## src/esrc_regs.svh

```systemverilog
`ifndef ESRC_REGS_SVH
`define ESRC_REGS_SVH
// Opcodes
`define ESRC_OP_WREN     8'h06
`define ESRC_OP_WRDI     8'h04
`define ESRC_OP_READ     8'h03
`define ESRC_OP_FREAD    8'h0b
`define ESRC_OP_DOR      8'h3b
`define ESRC_OP_QOR      8'h6b
`define ESRC_OP_DIOR     8'hbb
`define ESRC_OP_QIOR     8'heb
`define ESRC_OP_QWR      8'he7
`define ESRC_OP_WRAP     8'h77
`define ESRC_OP_MID      8'h90
`define ESRC_OP_MID2     8'h92
`define ESRC_OP_MID4     8'h94
`define ESRC_OP_JID      8'h9f
`define ESRC_OP_UID      8'h4b
`define ESRC_OP_RPD      8'hab
`define ESRC_OP_SECR     8'h48
`define ESRC_OP_PARAM    8'h5a
`define ESRC_OP_PP       8'h02
`define ESRC_OP_QPP      8'h32
`define ESRC_OP_RESUME   8'h7a
`define ESRC_OP_SUSPEND  8'h75
`define ESRC_OP_RDSR1    8'h05
`define ESRC_OP_RDSR2    8'h35
`define ESRC_OP_RDSR3    8'h15
`define ESRC_OP_RSTEN    8'h66
`define ESRC_OP_RST      8'h99
`define ESRC_OP_SE       8'h20
`define ESRC_OP_BE32     8'h52
`define ESRC_OP_BE64     8'hd8
// Region masks of the three erase sizes
`define ESRC_MASK_4K     24'hff_f000
`define ESRC_MASK_32K    24'hff_8000
`define ESRC_MASK_64K    24'hff_0000
// Status word bit positions
`define ESRC_SR_BUSY_BIT 0
`define ESRC_SR_WEL_BIT  1
`define ESRC_SR_SUS_BIT  15
// Frame lengths in bits
`define ESRC_LEN_OP      6'd8
`define ESRC_LEN_ADDR    6'd32
`define ESRC_LEN_DATA    6'd40
// Timing
`define ESRC_CLK_MHZ     25
`define ESRC_ESL_US      30
`define ESRC_ESL_CYC     (`ESRC_ESL_US * `ESRC_CLK_MHZ)
`define ESRC_RESUME_NS   200
`define ESRC_RESUME_CYC  ((`ESRC_RESUME_NS * `ESRC_CLK_MHZ) / 1000)
`define ESRC_SE_MS       35
`define ESRC_BE32_MS     150
`define ESRC_BE64_MS     250
`define ESRC_PP_US       600
`endif

```

## src/esrc_pkg.sv

```systemverilog
package esrc_pkg;
   typedef enum logic [1:0] {
      st_idle      = 2'b00,
      st_erase     = 2'b01,
      st_susp_wait = 2'b10,
      st_susp      = 2'b11
   } esrc_state_t;

   typedef struct packed {
      logic [7:0]  opcode;
      logic [23:0] addr;
   } esrc_cmd_t;
endpackage : esrc_pkg

```

## src/esrc_ctrl.sv

```systemverilog
`timescale 1ns/1ps
`include "esrc_regs.svh"
// What this block does
// - Opcode 75h pauses a running sector, 32KB or 64KB erase into suspend.
// - While suspended, reads and programs avoid only the paused erase region.
// - Only erases suspend; a status write or program cycle is never paused.
// - After the suspend latency, write latch clears and erase-suspended sets.
// - After latency, reads, IDs, wrap, programs, write latch and resume are accepted.
// - Status reads and reset opcodes are accepted at once after a suspend.
// - Status bit 15 reports the erase-suspended flag.
// - Resume acts only when suspended and not busy; otherwise it is ignored.
// - Accepted resume clears suspended at once, raises busy within 200 ns, finishes erase.
// - Busy reads 1 during any self-timed program or erase, 0 after.
module esrc_ctrl #(
   parameter int unsigned SE_CYC   = `ESRC_SE_MS * 1000 * `ESRC_CLK_MHZ,
   parameter int unsigned BE32_CYC = `ESRC_BE32_MS * 1000 * `ESRC_CLK_MHZ,
   parameter int unsigned BE64_CYC = `ESRC_BE64_MS * 1000 * `ESRC_CLK_MHZ,
   parameter int unsigned PP_CYC   = `ESRC_PP_US * `ESRC_CLK_MHZ
) (
   input  wire logic              mclk,
   input  wire logic              rst,
   input  wire logic              cs_n,
   input  wire logic              sclk,
   input  wire logic              si,
   output logic                   so,
   output logic                   so_oe_n,
   output esrc_pkg::esrc_cmd_t    cmd,
   output logic                   cmd_valid,
   output logic                   cmd_reject,
   output logic                   busy_cycle_flag,
   output logic                   write_latch_flag,
   output logic                   erase_suspended_flag
);
   localparam int unsigned CNT_MAX = 32'h00ff_ffff;

   if (SE_CYC == 0 || BE32_CYC == 0 || BE64_CYC == 0 || PP_CYC == 0 ||
       SE_CYC > CNT_MAX || BE32_CYC > CNT_MAX || BE64_CYC > CNT_MAX || PP_CYC > CNT_MAX)
   begin : g_bad_param
      $error("cycle counts must lie in 1 to 2^24-1");
   end

   logic [2:0]  cs_s_q;
   logic [2:0]  ck_s_q;
   logic [1:0]  si_s_q;
   logic        ck_rise;
   logic        ck_fall;
   logic        cs_rise;
   logic        cs_low;
   logic [5:0]  bits_q;
   logic [31:0] sh_q;
   logic [7:0]  op_q;
   logic [23:0] addr_q;
   logic [7:0]  out_q;
   logic        drive_q;
   esrc_pkg::esrc_state_t state_q;
   logic [23:0] erase_cnt_q;
   logic [9:0]  lat_q;
   logic [23:0] reg_base_q;
   logic [23:0] reg_mask_q;
   logic [23:0] prog_cnt_q;
   logic        prog_busy_q;
   logic        wel_q;
   logic        rst_en_q;
   logic [15:0] status;
   logic        is_late;
   logic        is_any;
   logic        allowed;
   logic        in_region;
   logic        exec;
   logic        do_erase;
   logic        do_prog;
   logic        do_susp;
   logic        do_resume;
   logic        do_reset;
   logic        do_read;

   // Two flops before any logic; the third stage only serves edge detection
   always_ff @(posedge mclk)
   begin
      if (rst)
      begin
         cs_s_q <= 3'h7;
         ck_s_q <= 3'h0;
         si_s_q <= 2'h0;
      end
      else
      begin
         cs_s_q <= {cs_s_q[1:0], cs_n};
         ck_s_q <= {ck_s_q[1:0], sclk};
         si_s_q <= {si_s_q[0], si};
      end
   end

   assign cs_low  = ~cs_s_q[1];
   assign ck_rise = cs_low & ck_s_q[1] & ~ck_s_q[2];
   assign ck_fall = cs_low & ~ck_s_q[1] & ck_s_q[2];
   assign cs_rise = cs_s_q[1] & ~cs_s_q[2];
   assign exec    = cs_rise & (bits_q >= `ESRC_LEN_OP);

   assign status = {erase_suspended_flag, 13'h0000, wel_q, busy_cycle_flag};

   // Frame shifter; opcode after 8 bits, address after 32
   always_ff @(posedge mclk)
   begin
      if (rst || cs_s_q[1])
      begin
         bits_q <= 6'd0;
         sh_q   <= 32'h0000_0000;
         out_q  <= 8'h00;
         drive_q <= 1'b0;
         if (rst)
         begin
            op_q   <= 8'h00;
            addr_q <= 24'h00_0000;
            so     <= 1'b0;
         end
      end
      else
      begin
         if (ck_rise)
         begin
            sh_q <= {sh_q[30:0], si_s_q[1]};
            if (bits_q != 6'd63)
               bits_q <= bits_q + 6'd1;
            if (bits_q == 6'd7)
            begin
               op_q <= {sh_q[6:0], si_s_q[1]};
               case ({sh_q[6:0], si_s_q[1]})
                  `ESRC_OP_RDSR1: out_q <= status[7:0];
                  `ESRC_OP_RDSR2: out_q <= status[15:8];
                  default:        out_q <= 8'h00;
               endcase
            end
            if (bits_q == 6'd31)
               addr_q <= {sh_q[22:0], si_s_q[1]};
         end
         if (ck_fall && bits_q >= `ESRC_LEN_OP)
         begin
            drive_q <= (op_q == `ESRC_OP_RDSR1) || (op_q == `ESRC_OP_RDSR2) ||
                       (op_q == `ESRC_OP_RDSR3);
            so      <= out_q[7];
            out_q   <= {out_q[6:0], 1'b0};
         end
      end
   end

   assign so_oe_n = ~drive_q;

   always_comb
   begin
      is_any = 1'b0;
      is_late = 1'b0;
      case (op_q)
         `ESRC_OP_RDSR1, `ESRC_OP_RDSR2, `ESRC_OP_RDSR3,
         `ESRC_OP_RSTEN, `ESRC_OP_RST: is_any = 1'b1;
         `ESRC_OP_WREN, `ESRC_OP_WRDI, `ESRC_OP_READ, `ESRC_OP_FREAD, `ESRC_OP_DOR,
         `ESRC_OP_QOR, `ESRC_OP_DIOR, `ESRC_OP_QIOR, `ESRC_OP_QWR, `ESRC_OP_WRAP,
         `ESRC_OP_MID, `ESRC_OP_MID2, `ESRC_OP_MID4, `ESRC_OP_JID, `ESRC_OP_UID,
         `ESRC_OP_RPD, `ESRC_OP_SECR, `ESRC_OP_PARAM, `ESRC_OP_PP, `ESRC_OP_QPP,
         `ESRC_OP_RESUME: is_late = 1'b1;
         default: ;
      endcase
   end

   always_comb
   begin
      case (state_q)
         esrc_pkg::st_susp_wait: allowed = is_any;
         esrc_pkg::st_susp:      allowed = is_any | is_late;
         default:                allowed = 1'b1;
      endcase
   end

   // Region test is only meaningful while an erase is parked
   assign in_region = erase_suspended_flag &&
                      ((addr_q & reg_mask_q) == (reg_base_q & reg_mask_q));
   assign do_reset  = exec && allowed && op_q == `ESRC_OP_RST && rst_en_q;
   assign do_erase  = exec && state_q == esrc_pkg::st_idle && wel_q && !prog_busy_q &&
                      bits_q == `ESRC_LEN_ADDR &&
                      (op_q == `ESRC_OP_SE || op_q == `ESRC_OP_BE32 || op_q == `ESRC_OP_BE64);
   assign do_prog   = exec && allowed && wel_q && !busy_cycle_flag && bits_q >= `ESRC_LEN_DATA &&
                      (op_q == `ESRC_OP_PP || op_q == `ESRC_OP_QPP) && !in_region;
   // Program and status-write cycles never take this path
   assign do_susp   = exec && op_q == `ESRC_OP_SUSPEND && state_q == esrc_pkg::st_erase;
   assign do_resume = exec && op_q == `ESRC_OP_RESUME &&
                      erase_suspended_flag && !busy_cycle_flag;
   assign do_read   = exec && allowed && is_late && !in_region &&
                      op_q != `ESRC_OP_WREN && op_q != `ESRC_OP_WRDI &&
                      op_q != `ESRC_OP_RESUME && op_q != `ESRC_OP_PP && op_q != `ESRC_OP_QPP &&
                      (state_q == esrc_pkg::st_idle || state_q == esrc_pkg::st_susp);

   // Erase sequencer; the remaining count is frozen across a suspend
   always_ff @(posedge mclk)
   begin
      if (rst || do_reset)
      begin
         state_q     <= esrc_pkg::st_idle;
         erase_cnt_q <= 24'h00_0000;
         lat_q       <= 10'd0;
         reg_base_q  <= 24'h00_0000;
         reg_mask_q  <= `ESRC_MASK_4K;
      end
      else
      begin
         case (state_q)
            esrc_pkg::st_idle:
               if (do_erase)
               begin
                  state_q    <= esrc_pkg::st_erase;
                  reg_base_q <= addr_q;
                  case (op_q)
                     `ESRC_OP_SE:
                     begin
                        erase_cnt_q <= SE_CYC[23:0];
                        reg_mask_q  <= `ESRC_MASK_4K;
                     end
                     `ESRC_OP_BE32:
                     begin
                        erase_cnt_q <= BE32_CYC[23:0];
                        reg_mask_q  <= `ESRC_MASK_32K;
                     end
                     default:
                     begin
                        erase_cnt_q <= BE64_CYC[23:0];
                        reg_mask_q  <= `ESRC_MASK_64K;
                     end
                  endcase
               end
            esrc_pkg::st_erase:
               if (do_susp)
               begin
                  state_q <= esrc_pkg::st_susp_wait;
                  lat_q   <= 10'(`ESRC_ESL_CYC);
               end
               else if (erase_cnt_q <= 24'h00_0001)
                  state_q <= esrc_pkg::st_idle;
               else
                  erase_cnt_q <= erase_cnt_q - 24'h00_0001;
            esrc_pkg::st_susp_wait:
               if (lat_q <= 10'd1)
                  state_q <= esrc_pkg::st_susp;
               else
                  lat_q <= lat_q - 10'd1;
            esrc_pkg::st_susp:
               if (do_resume)
                  state_q <= esrc_pkg::st_erase;
            default:
               state_q <= esrc_pkg::st_idle;
         endcase
      end
   end

   // Program cycle, also legal while an erase is parked
   always_ff @(posedge mclk)
   begin
      if (rst || do_reset)
      begin
         prog_busy_q <= 1'b0;
         prog_cnt_q  <= 24'h00_0000;
      end
      else if (do_prog)
      begin
         prog_busy_q <= 1'b1;
         prog_cnt_q  <= PP_CYC[23:0];
      end
      else if (prog_busy_q)
      begin
         if (prog_cnt_q <= 24'h00_0001)
            prog_busy_q <= 1'b0;
         prog_cnt_q <= prog_cnt_q - 24'h00_0001;
      end
   end

   // Write latch: set by enable, cleared by disable, by starting a cycle or by suspend entry
   always_ff @(posedge mclk)
   begin
      if (rst || do_reset)
         wel_q <= 1'b0;
      else if (exec && allowed && op_q == `ESRC_OP_WREN && (!busy_cycle_flag ||
               state_q == esrc_pkg::st_susp))
         wel_q <= 1'b1;
      else if ((exec && allowed && op_q == `ESRC_OP_WRDI) || do_erase || do_prog ||
               (state_q == esrc_pkg::st_susp_wait && lat_q <= 10'd1))
         wel_q <= 1'b0;
   end

   always_ff @(posedge mclk)
   begin
      if (rst || do_reset)
         rst_en_q <= 1'b0;
      else if (exec && allowed)
         rst_en_q <= (op_q == `ESRC_OP_RSTEN);
   end

   // Accepted array commands go to the core; rejected ones are flagged only while suspended
   always_ff @(posedge mclk)
   begin
      if (rst)
      begin
         cmd        <= '0;
         cmd_valid  <= 1'b0;
         cmd_reject <= 1'b0;
      end
      else
      begin
         cmd_valid  <= do_read || do_prog;
         cmd_reject <= exec && erase_suspended_flag && !do_read && !do_prog && !do_resume &&
                       !(allowed && (op_q == `ESRC_OP_WREN || op_q == `ESRC_OP_WRDI ||
                       is_any));
         if (do_read || do_prog)
            cmd <= '{opcode: op_q, addr: addr_q};
      end
   end

   assign busy_cycle_flag = prog_busy_q || state_q == esrc_pkg::st_erase ||
                            state_q == esrc_pkg::st_susp_wait;
   assign erase_suspended_flag = (state_q == esrc_pkg::st_susp);
   assign write_latch_flag = wel_q;
endmodule : esrc_ctrl

```

## config.mk

```make
export PLATFORM = sky130hd
export DESIGN_NAME = esrc_ctrl
export DESIGN_NICKNAME = d
export VERILOG_FILES = /design/src/esrc_pkg.sv /design/src/esrc_ctrl.sv
export VERILOG_INCLUDE_DIRS = /design/src
export SDC_FILE = /design/constraint.sdc
export NUM_CORES = 1
export LEC_CHECK = 0
export BUFFER_PORTS_ARGS = -buffer_cell sky130_fd_sc_hd__buf_2
export CORE_MARGIN = 3
export CORE_UTILIZATION = 30
export CTS_BUF_LIST = sky130_fd_sc_hd__clkbuf_16
export CTS_CLUSTER_SIZE = 30
export DETAILED_ROUTE_END_ITERATION = 12
export PLACE_DENSITY = 0.46
export SLEW_MARGIN = 20
export SYNTH_ARGS = -nofsm -noshare
export SYNTH_HDL_FRONTEND = slang
export SYNTH_SLANG_ARGS = --single-unit
```

## constraint.sdc

```tcl
create_clock -name mclk -period 2.5 [get_ports mclk]
set_clock_uncertainty 0.05 [all_clocks]
set_input_delay 0.75 -clock mclk [delete_from_list [all_inputs] [get_ports mclk]]
set_output_delay 0.75 -clock mclk [all_outputs]
set_load 0.02 [all_outputs]
```

Word-level counts from Yosys, hierarchy flattened
Cells that the tools add are included.
{"block": "totals", "register_bits": 224, "input_bits": 5}
{"block": "classes", "n_addsub": 4, "order_cmp": 5, "n_eq_ne": 54, "n_mux": 40, "bitwise": 14, "n_reduce_logical": 87}
{"cell": "$mux W24", "count": 7}
{"cell": "$eq A8 B8 Y1 const B", "count": 10}
{"cell": "$eq A8 B7 Y1 const B", "count": 9}
{"cell": "$mux W8", "count": 7}
{"cell": "$and A24 B24 Y24", "count": 2}
{"cell": "$le A24 B1 Y1 const B", "count": 2}
{"cell": "$pmux W24 S2", "count": 1}
{"cell": "$sub A24 B1 Y24 const B", "count": 2}
{"cell": "$pmux W23 S2", "count": 1}
{"cell": "$eq A8 B6 Y1 const B", "count": 5}
{"cell": "$logic_and A1 B1 Y1", "count": 38}
{"cell": "$eq A8 B3 Y1 const B", "count": 4}
{"cell": "$pmux W16 S2", "count": 1}
{"cell": "$mux W14", "count": 2}
{"cell": "$eq A24 B24 Y1", "count": 1}
{"cell": "$reduce_or A21 Y1", "count": 1}
{"cell": "$mux W10", "count": 2}
{"cell": "$pmux W10 S2", "count": 1}
{"cell": "$reduce_bool A2 Y1", "count": 10}
{"cell": "$logic_or A1 B1 Y1", "count": 17}
{"cell": "$eq A8 B2 Y1 const B", "count": 2}
{"cell": "$ne A8 B3 Y1 const B", "count": 2}
{"cell": "$pmux W8 S2", "count": 1}
{"cell": "$ne A2 B2 Y1 const B", "count": 7}
{"cell": "other kinds (32)", "count": 69}

Logic depth before layout (Yosys ltp)
Gate-level depths: netlist of run 1.
{"block": "depth", "word_depth": 19, "ltp_mapped": 11}

Least setup slack after synthesis of run 1
No wires, ideal clock.
{"block": "synth_path", "path_kind": "register to register", "from": "reg op_q[3]", "to": "reg cmd[10] (netlist name)", "arrival_time_ns": 2.316, "required_ns": 2.378, "setup_slack_ns": 0.062, "stages_incl_launch_ff": 10, "period_less_slack_ns": 2.438, "cell_sequence": "edfxtp_1 > or3b_1 > or4_4 > o221ai_2 > nor4b_2 > nor2b_4 > and3_1 > buf_6 > buf_12 > mux2i_1"}
{"block": "synth_between", "elab_chain_len": 15, "word_cells_on_any_way": 53, "classes_between": "31 x eq/ne; 3 x mux; 1 x bitwise; 18 x reduce/logical"}
{"element": "start: declaration", "line_no": "esrc_ctrl.sv:51", "rtl": "logic [7:0] op_q;"}
{"element": "start signal: assignment", "line_no": "esrc_ctrl.sv:127", "rtl": "op_q <= {sh_q[6:0], si_s_q[1]};"}
{"element": "$eq A8 B2 Y1 (tied with other cells)", "line_no": "esrc_ctrl.sv:153", "rtl": "case (op_q)"}
{"element": "$reduce_or A21 Y1 or $reduce_or A5 Y1 (tied branches)", "line_no": "esrc_ctrl.sv:153"}
{"element": "$mux W1", "line_no": "esrc_ctrl.sv:153"}
{"element": "$or A1 B1 Y1", "line_no": "esrc_ctrl.sv:169", "rtl": "esrc_pkg::st_susp: allowed = is_any | is_late;"}
{"element": "$pmux W1 S2", "line_no": "esrc_ctrl.sv:167", "rtl": "case (state_q)"}
{"element": "$logic_and A1 B1 Y1", "line_no": "esrc_ctrl.sv:181, esrc_ctrl.sv:187"}
{"element": "$logic_and A1 B1 Y1 (2 in series)", "line_no": "esrc_ctrl.sv:187", "rtl": "assign do_read = exec && allowed && is_late && !in_region &&"}
{"element": "$logic_and A1 B1 Y1 (no line) (5 in series)"}
{"element": "$logic_and A1 B1 Y1", "line_no": "esrc_ctrl.sv:187"}
{"element": "$logic_or A1 B1 Y1 (*)", "line_no": "esrc_ctrl.sv:310", "rtl": "if (do_read || do_prog)"}
{"element": "end signal: assignment", "line_no": "esrc_ctrl.sv:311", "rtl": "cmd <= '{opcode: op_q, addr: addr_q};"}
{"element": "end: declaration", "line_no": "esrc_ctrl.sv:27", "rtl": "output esrc_pkg::esrc_cmd_t cmd,"}
Mark *: on every way between the ends. The rest lies on a longest branch, timed or not.
A chain may end at the register's enable or synchronous reset.

Worst setup path after layout of run 1
{"block": "layout_path", "from": "reg op_q[3]", "to": "reg cmd[24] (netlist name)"}
Same word-level chain as after synthesis.

==> summary.txt, run 1 <==
Place
  • Number of port buffers: 43
  • Gpl congestion: 0.807
  • Final HPWL DP: 15100 um
  • Post-DP Area: 0.0100 mm^2

Logic synthesis
  • Cells after Synth: 937
  • Cell taking the most area after synthesis: dfxtp_1
  • Mapped Nets: 955
  • Post-synth EDFFs: 33
  • Post-synthesis sequential area ratio: 0.472
  • Leading cell type by number of instances after synthesis: dfxtp_1
  • Ys Warns: 0
  • Synth cell count leaders: dfxtp_1, nor2_1, nand2b_1
  • Top_reg_cell synth: dfxtp_1
  • Synth Register Bits: 190
  • Mapped Area: 0.00875 mm^2
  • Synth cell types: 75
  • Synth async-reset ratio: 0
  • Yosys top cell area share: 0.359
  • Top cells by area, synth: dfxtp_1, edfxtp_1, nand2b_1
  • Syn Area/Cell: 9.34 um^2

Setup path
  • Reg2reg start: op_q[3]
  • Critical Path End Type: register
  • R2R Setup Slk: -40 ps
  • FF-to-FF End: cmd[24]
  • Maximum fanout along the worst path: 6
  • Worst EP arrival: 2850 ps
  • Setup crit end: cmd[24]
  • WS Path Type: register to register
  • Cells along the critical path: or3b_4, or4_4, o221ai_4, nor4b_4, nor2b_4, and3_4, buf_12, mux2i_2
  • R2r worst-path depth: 8
  • Slowest stage delay, CP: 470 ps
  • Slowest CP cell: or4_4
  • Startpoint types: register
  • Worst endpoint required time: 2810 ps
  • Critical Path Source: op_q[3]

Routing
  • Routed WL per cell: 14.9 um
  • Routed Antenna Nets: 0
  • Number of vias per cell: 4.66
  • Initial drt markers: 306
  • # DRC: 0
  • DR vias: 6799
  • Drt first pass iters: 4
  • Final wirelength: 21700 um

Die
  • Die X: 177 um
  • IO Count: 44
  • Die height: 177 um
  • CORE AREA: 0.0282 mm^2
  • Std-Cell Rows: 61
  • Die area: 0.0313 mm^2
  • Initial core utilization: 0.310

Cells and area
  • Area grow syn2layout: 26.6%
  • Proportion of layout cells with a drive suffix above 1: 0.228
  • Final-layout fill cell count: 2873
  • Final core occ: 0.392
  • Ant diodes: 0
  • Final Instance Area: 0.0111 mm^2
  • Fin nets: 1086

CTS
  • Worst-path clk slew: 80 ps
  • CTS tree: built
  • Root Buffer: clkbuf_16
  • CTS max path bufs: 2
  • Clock latency at the later pin of the worst-skew pair: 460 ps
  • Clk sinks: 190
  • CTS Buf Count: 17
  • H-tree lvl count: 4

GRT
  • Largest net degree at the start of global routing: 68
  • First-pass GRT wire length: 35000 um
  • Initial antenna violation count: 0
  • Gr ovfl total: 0
  • Vias in the first global route: 6623
  • GRT Total Usage: 0.140

Pwr
  • PwrDens: 676 mW/mm^2
  • Logic pwr share: 0.165
  • Sw Ratio: 0.300
  • Reg power frac: 0.440
  • Power Internal: 5.24 mW
  • Overall power: 7.49 mW
  • Psw: 2.25 mW
  • P_leak: 4.67 nW
  • Peak supply drop: 0.350 mV
  • Clock power frac: 0.395

Timing
  • Final Slew Violations: 0
  • Final hold vios: 0
  • RSZ-0062 raised after global routing: true
  • Setup TNS Final: -414 ps
  • Setup violators final: 20
  • Slew headroom: 0.662
  • Ratio of final minimum period to clock period: 1.02
  • Worst Max-Slew Pin Slew: 502 ps
  • Fmax: 393 MHz
  • Setup ws final: -44.5 ps
  • Final worst path period need: 2540 ps

Flow run
  • Max-cap violations: 0

Outcome
  • Status: complete, but fails checks
  • Failing checks: setup timing

Hold path
  • Worst hold-check path type: register to register
sequential cells by signal (all words and copies together), names as in the netlist, 2 cells and up:
name,count
addr_q,24
bits_q,6
ck_s_q,3
cmd,32
cs_s_q,3
erase_cnt_q,24
lat_q,10
op_q,8
out_q,8
prog_cnt_q,24
reg_base_q,12
reg_mask_q,2
sh_q,23
si_s_q,2
state_q,2
power groups by stage:
stage / clock network, mW / logic, mW / registers, mW
global placement: 0 / 1.16 / 3.36
detailed placement: 0 / 1.16 / 3.36
finish: 2.95 / 1.24 / 3.29
global route: 3.17 / 1.37 / 3.31
CTS: 3.05 / 1.17 / 3.29
floorplan: 0 / 0.669 / 3.35
per-stage QoR:
stage | setup slack [ps] | hold WS, ps | instances
finish | -44.5 | 362 | 1459
global route | -114 | 383 | 1459
CTS | -47.4 | 365 | 1445
detailed placement | -81.7 | 344 | 1410
global placement | -34.8 | 345 | 1410
floorplan | 62.5 | 339 | 937
cell usage in the layout (no fill, tap or decap), types with 21 or more instances in the layout:
master,instances
dfxtp_1,155
buf_4,103
nor2_1,101
nand2b_1,78
nand2_1,69
a21oi_1,59
mux2i_1,47
buf_2,42
inv_1,41
edfxtp_1,33
xor2_1,29
xnor2_1,23
o21ai_0,21
cell families (layout without fill, tap and decap cells):
group / after synthesis / in the layout / share of synthesized area
flops: 190 / 190 / 0.472
fa+ha+maj: 13 / 13 / 0.0186
buf+inv: 87 / 231 / 0.0463
mux: 49 / 49 / 0.0562
compound gates: 140 / 140 / 0.103
simple gates: 405 / 405 / 0.251
xor+xnor: 53 / 53 / 0.0531
worst min-delay path by stage:
stage	startpoint	end	slack [ps]	depth (start not counted)
after CTS	cs_s_q[0]	cs_s_q[1]	370	1
final	cs_s_q[0]	cs_s_q[1]	360	1
after global placement	cs_s_q[0]	cs_s_q[1]	340	1
after detailed placement	cs_s_q[0]	cs_s_q[1]	340	1
after floorplan	cs_s_q[0]	cs_s_q[1]	340	1
after global routing	cs_s_q[0]	cs_s_q[1]	380	1
layout make-up:
class,instances,area [um^2],area share
clock buffers,17,425,0.0384
clock inverters,15,228,0.0206
well taps,378,473,0.0427
inverters,42,158,0.0142
repair buffers,157,1210,0.110
multi-input cells,660,4440,0.401
flip-flops and latches,190,4140,0.373
worst max-delay path, delay by kind of cell, from the launching register on:
family / cells / cell delay, ps
DFF: 1 / 410
AOI/OAI and AO/OA: 1 / 180
muxes: 1 / 210
buffers and inverters: 1 / 170
and+or+nand+nor: 5 / 1460
metal layers:
layer | part of all wire | GRT usage | vias up
li1 | - | - | 3513
met5 | 0 | 0 | -
met1 | 0.49 | 0.188 | 3224
met2 | 0.49 | 0.233 | 58
met4 | 0.0049 | 0.0370 | 0
met3 | 0.018 | 0.0230 | 4
timing repair:
item	4_1_cts	5_1_grt
gates cloned	1	3
hold buffers	0	0
pin swaps	2	13
resized for setup	7	46
setup buffers	2	11
endpoints found under the setup margin	36	69
(Power assumes the default switching activity.)
==> run 2, diff against run 1 <==
Settings changed: BUFFER_PORTS_ARGS -buffer_cell sky130_fd_sc_hd__buf_2 to not set, CORE_UTILIZATION 30 to 50, DONT_BUFFER_PORTS set to 1, PLACE_DENSITY 0.46 to 0.68.
==> summary.txt, run 2 (synthesis gave the netlist of run 1 again) <==
Outcome
  • Status: complete, but fails checks (unchanged)
  • Failing checks: setup timing (unchanged)

Die
  • IO Count: 44 (unchanged)
  • Die area: 0.0191 mm^2 (was 0.0313 mm^2)
  • Die height: 138 um (was 177 um)
  • Die X: 138 um (was 177 um)
  • Initial core utilization: 0.518 (was 0.310)
  • CORE AREA: 0.0169 mm^2 (was 0.0282 mm^2)
  • Std-Cell Rows: 47 (was 61)

CTS
  • CTS Buf Count: 17 (unchanged)
  • Cts hold-fix bufs: 0 (unchanged)
  • H-tree lvl count: 4 (unchanged)
  • Root Buffer: clkbuf_16 (unchanged)
  • CTS tree: built (unchanged)
  • Clock latency at the later pin of the worst-skew pair: 440 ps (was 460 ps)
  • Clk sinks: 190 (unchanged)
  • Worst-path clk slew: 70 ps (was 80 ps)
  • CTS max path bufs: 2 (unchanged)

Timing
  • Ratio of final minimum period to clock period: 1.03 (was 1.02)
  • Final Slew Violations: 0 (unchanged)
  • Final hold vios: 0 (unchanged)
  • RSZ-0062 raised after global routing: true (unchanged)
  • Setup violators final: 32 (was 20)
  • Fmax: 387 MHz (was 393 MHz)
  • Setup ws final: -83.4 ps (was -44.5 ps)
  • Final hold slack: 354 ps (was 362 ps)
  • Worst Max-Slew Pin Slew: 687 ps (was 502 ps)
  • Slew headroom: 0.538 (was 0.662)
  • Final worst path period need: 2580 ps (was 2540 ps)

Setup path
  • Critical Path End Type: register (unchanged)
  • Worst endpoint required time: 2820 ps (was 2810 ps)
  • WS Path Type: register to register (unchanged)
  • Startpoint types: register (unchanged)
  • Worst EP arrival: 2910 ps (was 2850 ps)
  • Maximum fanout along the worst path: 11 (was 6)

GRT
  • Gr ovfl total: 0 (unchanged)
  • GRT Total Usage: 0.195 (was 0.140)
  • Vias in the first global route: 6224 (was 6623)
  • Initial antenna violation count: 0 (unchanged)
  • First-pass GRT wire length: 30900 um (was 35000 um)
  • Largest net degree at the start of global routing: 81 (was 68)

Routing
  • # DRC: 0 (unchanged)
  • Drt first pass iters: 5 (was 4)
  • Routed Antenna Nets: 0 (unchanged)
  • Final wirelength: 19000 um (was 21700 um)
  • DR vias: 6672 (was 6799)
  • Number of vias per cell: 5.43 (was 4.66)
  • Routed WL per cell: 15.5 um (was 14.9 um)
  • Initial drt markers: 422 (was 306)

Pwr
  • P_leak: 4.23 nW (was 4.67 nW)
  • PwrDens: 691 mW/mm^2 (was 676 mW/mm^2)
  • Peak supply drop: 0.485 mV (was 0.350 mV)

Place
  • Post-DP Area: 0.00944 mm^2 (was 0.0100 mm^2)
  • Number of port buffers: 0 (was 43)
  • Final HPWL DP: 12700 um (was 15100 um)
  • Gpl congestion: 0.874 (was 0.807)

Hold path
  • Worst hold-check path type: input pin to register (was register to register)

Flow run
  • Max-cap violations: 0 (unchanged)

Cells and area
  • Ant diodes: 0 (unchanged)
  • Proportion of layout cells with a drive suffix above 1: 0.162 (was 0.228)
  • Final Instance Area: 0.0102 mm^2 (was 0.0111 mm^2)
  • Most frequent cells in the layout: dfxtp_1, nor2_1, nand2b_1, buf_4, nand2_1 (was dfxtp_1, buf_4, nor2_1, nand2b_1, nand2_1)
  • Final-layout fill cell count: 1427 (was 2873)
  • Largest register FFs: 32 (unchanged)
  • Fin nets: 1013 (was 1086)
  • Commonest non-fill, non-tap cell in the layout: dfxtp_1 (unchanged)
  • Area grow syn2layout: 16.9% (was 26.6%)
  • Most flops, register: cmd (unchanged)
-- run 2: cell count changes in the layout (fill, tap and decap cells not counted), sizes merged --
cell,before,now
clkbuf,19,18
buf,155,84
clkinvlp,0,3
clkinv,5,2
inv,52,51
-- run 2: per-layer routing --
metal | GRT usage | share of wire
met5 | 0 | 0
met4 | 0.0572 | 0.012
met3 | 0.0483 | 0.048
met2 | 0.317 | 0.48
met1 | 0.260 | 0.46
-- run 2: worst paths after layout --
| kind | from | to | slack, ps | cells after the start |
|---|---|---|---|---|
| setup / recovery | op_q[2] | cmd[5] | -80 | 9 |
| hold / removal | cs_n | cs_s_q[0] | 350 | 1 |
| setup reg to reg | op_q[2] | cmd[5] | -80 | 9 |
| hold reg to reg | cs_s_q[0] | cs_s_q[1] | 380 | 1 |
-- run 2: final cells by class --
type                       instances  area [um^2]  area share
multi-input combinational        660         4360       0.426
timing repair buffer              84          724      0.0708
inverter                          42          158      0.0154
clock buffer                      18          450      0.0440
tap                              220          275      0.0269
clock inverter                    14          124      0.0121
sequential                       190         4140       0.405
-- run 2: repair_timing --
item,4_1_cts,5_1_grt
hold endpoints to repair,0,0
pin swaps,4,7
setup buffers,2,1
resized for setup,11,26
setup endpoints to repair,33,60
cloned,1,0
-- run 2: through the flow --
step	setup TNS [ps]	cells	setup WS (ps)	utilization	power, mW
after global placement	0	1192	19.3	0.559	4.38
after floorplan	0	937	62.5	-	4.02
after global routing	-5420	1228	-195	0.606	7.35
after CTS	-18.4	1227	-12.3	0.598	7.04
after detailed placement	-1070	1192	-66.5	0.559	4.39
final	-1920	1228	-83.4	0.606	7.06
-- run 2: critical path: stages, from the launching register on --
cell	delay, ps
edfxtp_1	450
buf_6	170
or3b_2	430
a211o_1	320
o2111ai_2	130
nor2_1	110
o2bb2ai_1	190
and3_4	300
buf_12	170
mux2i_1	190
-- run 2: where the power goes --
part / total [mW] / internal, mW / switching (mW) / leakage, nW
combinational: 1.13 / 0.526 / 0.600 / 2.35
sequential: 3.30 / 3.21 / 0.0852 / 1.60
clock: 2.64 / 1.37 / 1.27 / 0.282
==> run 3, diff against run 2 <==
Settings changed: PLACE_DENSITY 0.68 to 0.65.
Clock period 2.5 ns to 2.6 ns, I/O delays scaled along.
==> summary.txt, run 3 (synthesis gave the netlist of run 1 again) <==
Timing
  • Fmax: 391 MHz (was 387 MHz)
  • Slew headroom: 0.606 (was 0.538)
  • Final hold slack: 362 ps (was 354 ps)
  • Final worst path period need: 2560 ps (was 2580 ps)
  • Worst Max-Slew Pin Slew: 589 ps (was 687 ps)
  • Final Slew Violations: 0 (unchanged)
  • RSZ-0062 raised after global routing: true (unchanged)
  • Ratio of final minimum period to clock period: 0.983 (was 1.03)
  • Setup violators final: 0 (was 32)
  • Final hold vios: 0 (unchanged)

Die
  • Die height: 138 um (unchanged)
  • IO Count: 44 (unchanged)
  • Die area: 0.0191 mm^2 (unchanged)
  • Std-Cell Rows: 47 (unchanged)
  • CORE AREA: 0.0169 mm^2 (unchanged)
  • Die X: 138 um (unchanged)
  • Initial core utilization: 0.518 (unchanged)

Pwr
  • Psw: 1.79 mW (was 1.96 mW)
  • Clock power frac: 0.405 (was 0.374)
  • Power Internal: 5.11 mW (about the same)
  • P_leak: 4.13 nW (was 4.23 nW)
  • Peak supply drop: 0.544 mV (was 0.485 mV)
  • Reg power frac: 0.460 (was 0.467)
  • Sw Ratio: 0.259 (was 0.277)
  • PwrDens: 688 mW/mm^2 (was 691 mW/mm^2)
  • Logic pwr share: 0.135 (was 0.159)

CTS
  • CTS max path bufs: 2 (unchanged)
  • Clk sinks: 190 (unchanged)
  • Cts hold-fix bufs: 0 (unchanged)
  • Worst-path clk slew: 70 ps (about the same)
  • CTS tree: built (unchanged)
  • H-tree lvl count: 4 (unchanged)
  • CTS Buf Count: 17 (unchanged)
  • Clock latency at the later pin of the worst-skew pair: 440 ps (about the same)
  • Root Buffer: clkbuf_16 (unchanged)

Routing
  • Number of vias per cell: 5.48 (was 5.43)
  • Drt first pass iters: 5 (unchanged)
  • Final wirelength: 19000 um (about the same)
  • Routed Antenna Nets: 0 (unchanged)
  • DR vias: 6620 (was 6672)
  • Routed WL per cell: 15.7 um (was 15.5 um)
  • Initial drt markers: 421 (was 422)
  • # DRC: 0 (unchanged)

Setup path
  • Maximum fanout along the worst path: 12 (was 11)
  • Slowest CP cell: edfxtp_1 (unchanged)
  • Worst EP arrival: 2870 ps (was 2910 ps)
  • WS Path Type: register to register (unchanged)
  • Startpoint types: register (unchanged)
  • Slowest stage delay, CP: 500 ps (was 450 ps)
  • Worst endpoint required time: 2920 ps (was 2820 ps)
  • Cells along the critical path: nor4bb_1, and4b_1, nor3_2, a31oi_4, nor2b_4, and3_4, clkbuf_16, mux2i_1 (was buf_6, or3b_2, a211o_1, o2111ai_2, nor2_1, o2bb2ai_1, and3_4, buf_12, mux2i_1)
  • Critical Path End Type: register (unchanged)

Place
  • Number of port buffers: 0 (unchanged)
  • Placed insts: 1170 (was 1192)
  • Gpl congestion: 0.857 (was 0.874)
  • Final HPWL DP: 12800 um (was 12700 um)

Cells and area
  • Commonest non-fill, non-tap cell in the layout: dfxtp_1 (unchanged)
  • Final-layout fill cell count: 1491 (was 1427)
  • Ant diodes: 0 (unchanged)
  • Fin nets: 992 (was 1013)
  • Most flops, register: cmd (unchanged)
  • Non-Filler Instances: 1207 (was 1228)
  • Proportion of layout cells with a drive suffix above 1: 0.133 (was 0.162)
  • Area grow syn2layout: 14.6% (was 16.9%)
  • Largest register FFs: 32 (unchanged)
  • Most frequent cells in the layout: dfxtp_1, nor2_1, nand2b_1, nand2_1 (was dfxtp_1, nor2_1, nand2b_1, buf_4, nand2_1)

GRT
  • Largest net degree at the start of global routing: 81 (unchanged)
  • GRT Total Usage: 0.196 (was 0.195)
  • Vias in the first global route: 6282 (was 6224)
  • Gr ovfl total: 0 (unchanged)
  • First-pass GRT wire length: 31100 um (was 30900 um)
  • Initial antenna violation count: 1 (was 0)

Hold path
  • Worst hold-check path type: input pin to register (unchanged)

Flow run
  • Max-cap violations: 0 (unchanged)

Outcome
  • Status: finished clean (was complete, but fails checks)
==> run 3: final timing paths <==
kind / from / end / slack, ps / cells past startpoint
setup reg to reg: op_q[0] / cmd[30] / 40 / 8
setup / recovery: op_q[0] / cmd[30] / 40 / 8
hold / removal: rst / ck_s_q[0] / 360 / 1
hold reg to reg: cs_s_q[0] / cs_s_q[1] / 360 / 1
==> run 3: area by class of cell <==
class / instances / area, um^2 / area share
Clock buffer: 17 / 425 / 0.0424
Clock inverter: 15 / 210 / 0.0210
Inverter: 42 / 158 / 0.0157
Multi-Input combinational cell: 660 / 4300 / 0.429
Sequential cell: 190 / 4130 / 0.412
Tap cell: 220 / 275 / 0.0275
Timing Repair Buffer: 63 / 523 / 0.0522
==> run 3: stage by stage <==
stage | utilization | TNS [ps] | total power [mW] | area (um^2) | worst slack, ps
global placement | 0.547 | 0 | 4.11 | 9240 | 127
finish | 0.594 | 0 | 6.90 | 10000 | 44.3
global route | 0.594 | -948 | 7.20 | 10000 | -76.7
floorplan | - | 0 | 3.86 | 8750 | 162
detailed placement | 0.547 | 0 | 4.12 | 9240 | 55.0
CTS | 0.586 | 0 | 6.92 | 9890 | 34.7
==> run 3: per-layer routing <==
metal,track usage,share of wire
met1,0.274,0.48
met2,0.305,0.46
met3,0.0518,0.047
met4,0.0473,0.011
met5,0,0.00069
==> run 3: critical path, delay by kind of cell (launching register included) <==
family,cells,cell delay [ps]
DFF,1,500
and+or+nand+nor,5,1290
buffers and inverters,1,210
AOI/OAI and AO/OA,1,250
muxes,1,180
==> run 3: power groups by stage <==
stage               clock (mW)  sequential, mW  combinational (mW)
global route              2.97            3.19                1.04
detailed placement           0            3.24               0.881
floorplan                    0            3.22               0.643
global placement             0            3.24               0.872
finish                    2.80            3.17               0.931
CTS                       2.85            3.17               0.893
==> run 3: repair_timing <==
| action | in CTS | in global routing |
|---|---|---|
| gates cloned | 0 | 1 |
| endpoints found under the setup margin | 1 | 47 |
| pin swaps | 0 | 1 |
| buffers inserted | 1 | 3 |
| gates resized for setup | 2 | 17 |
| hold endpoints to repair | 0 | 0 |
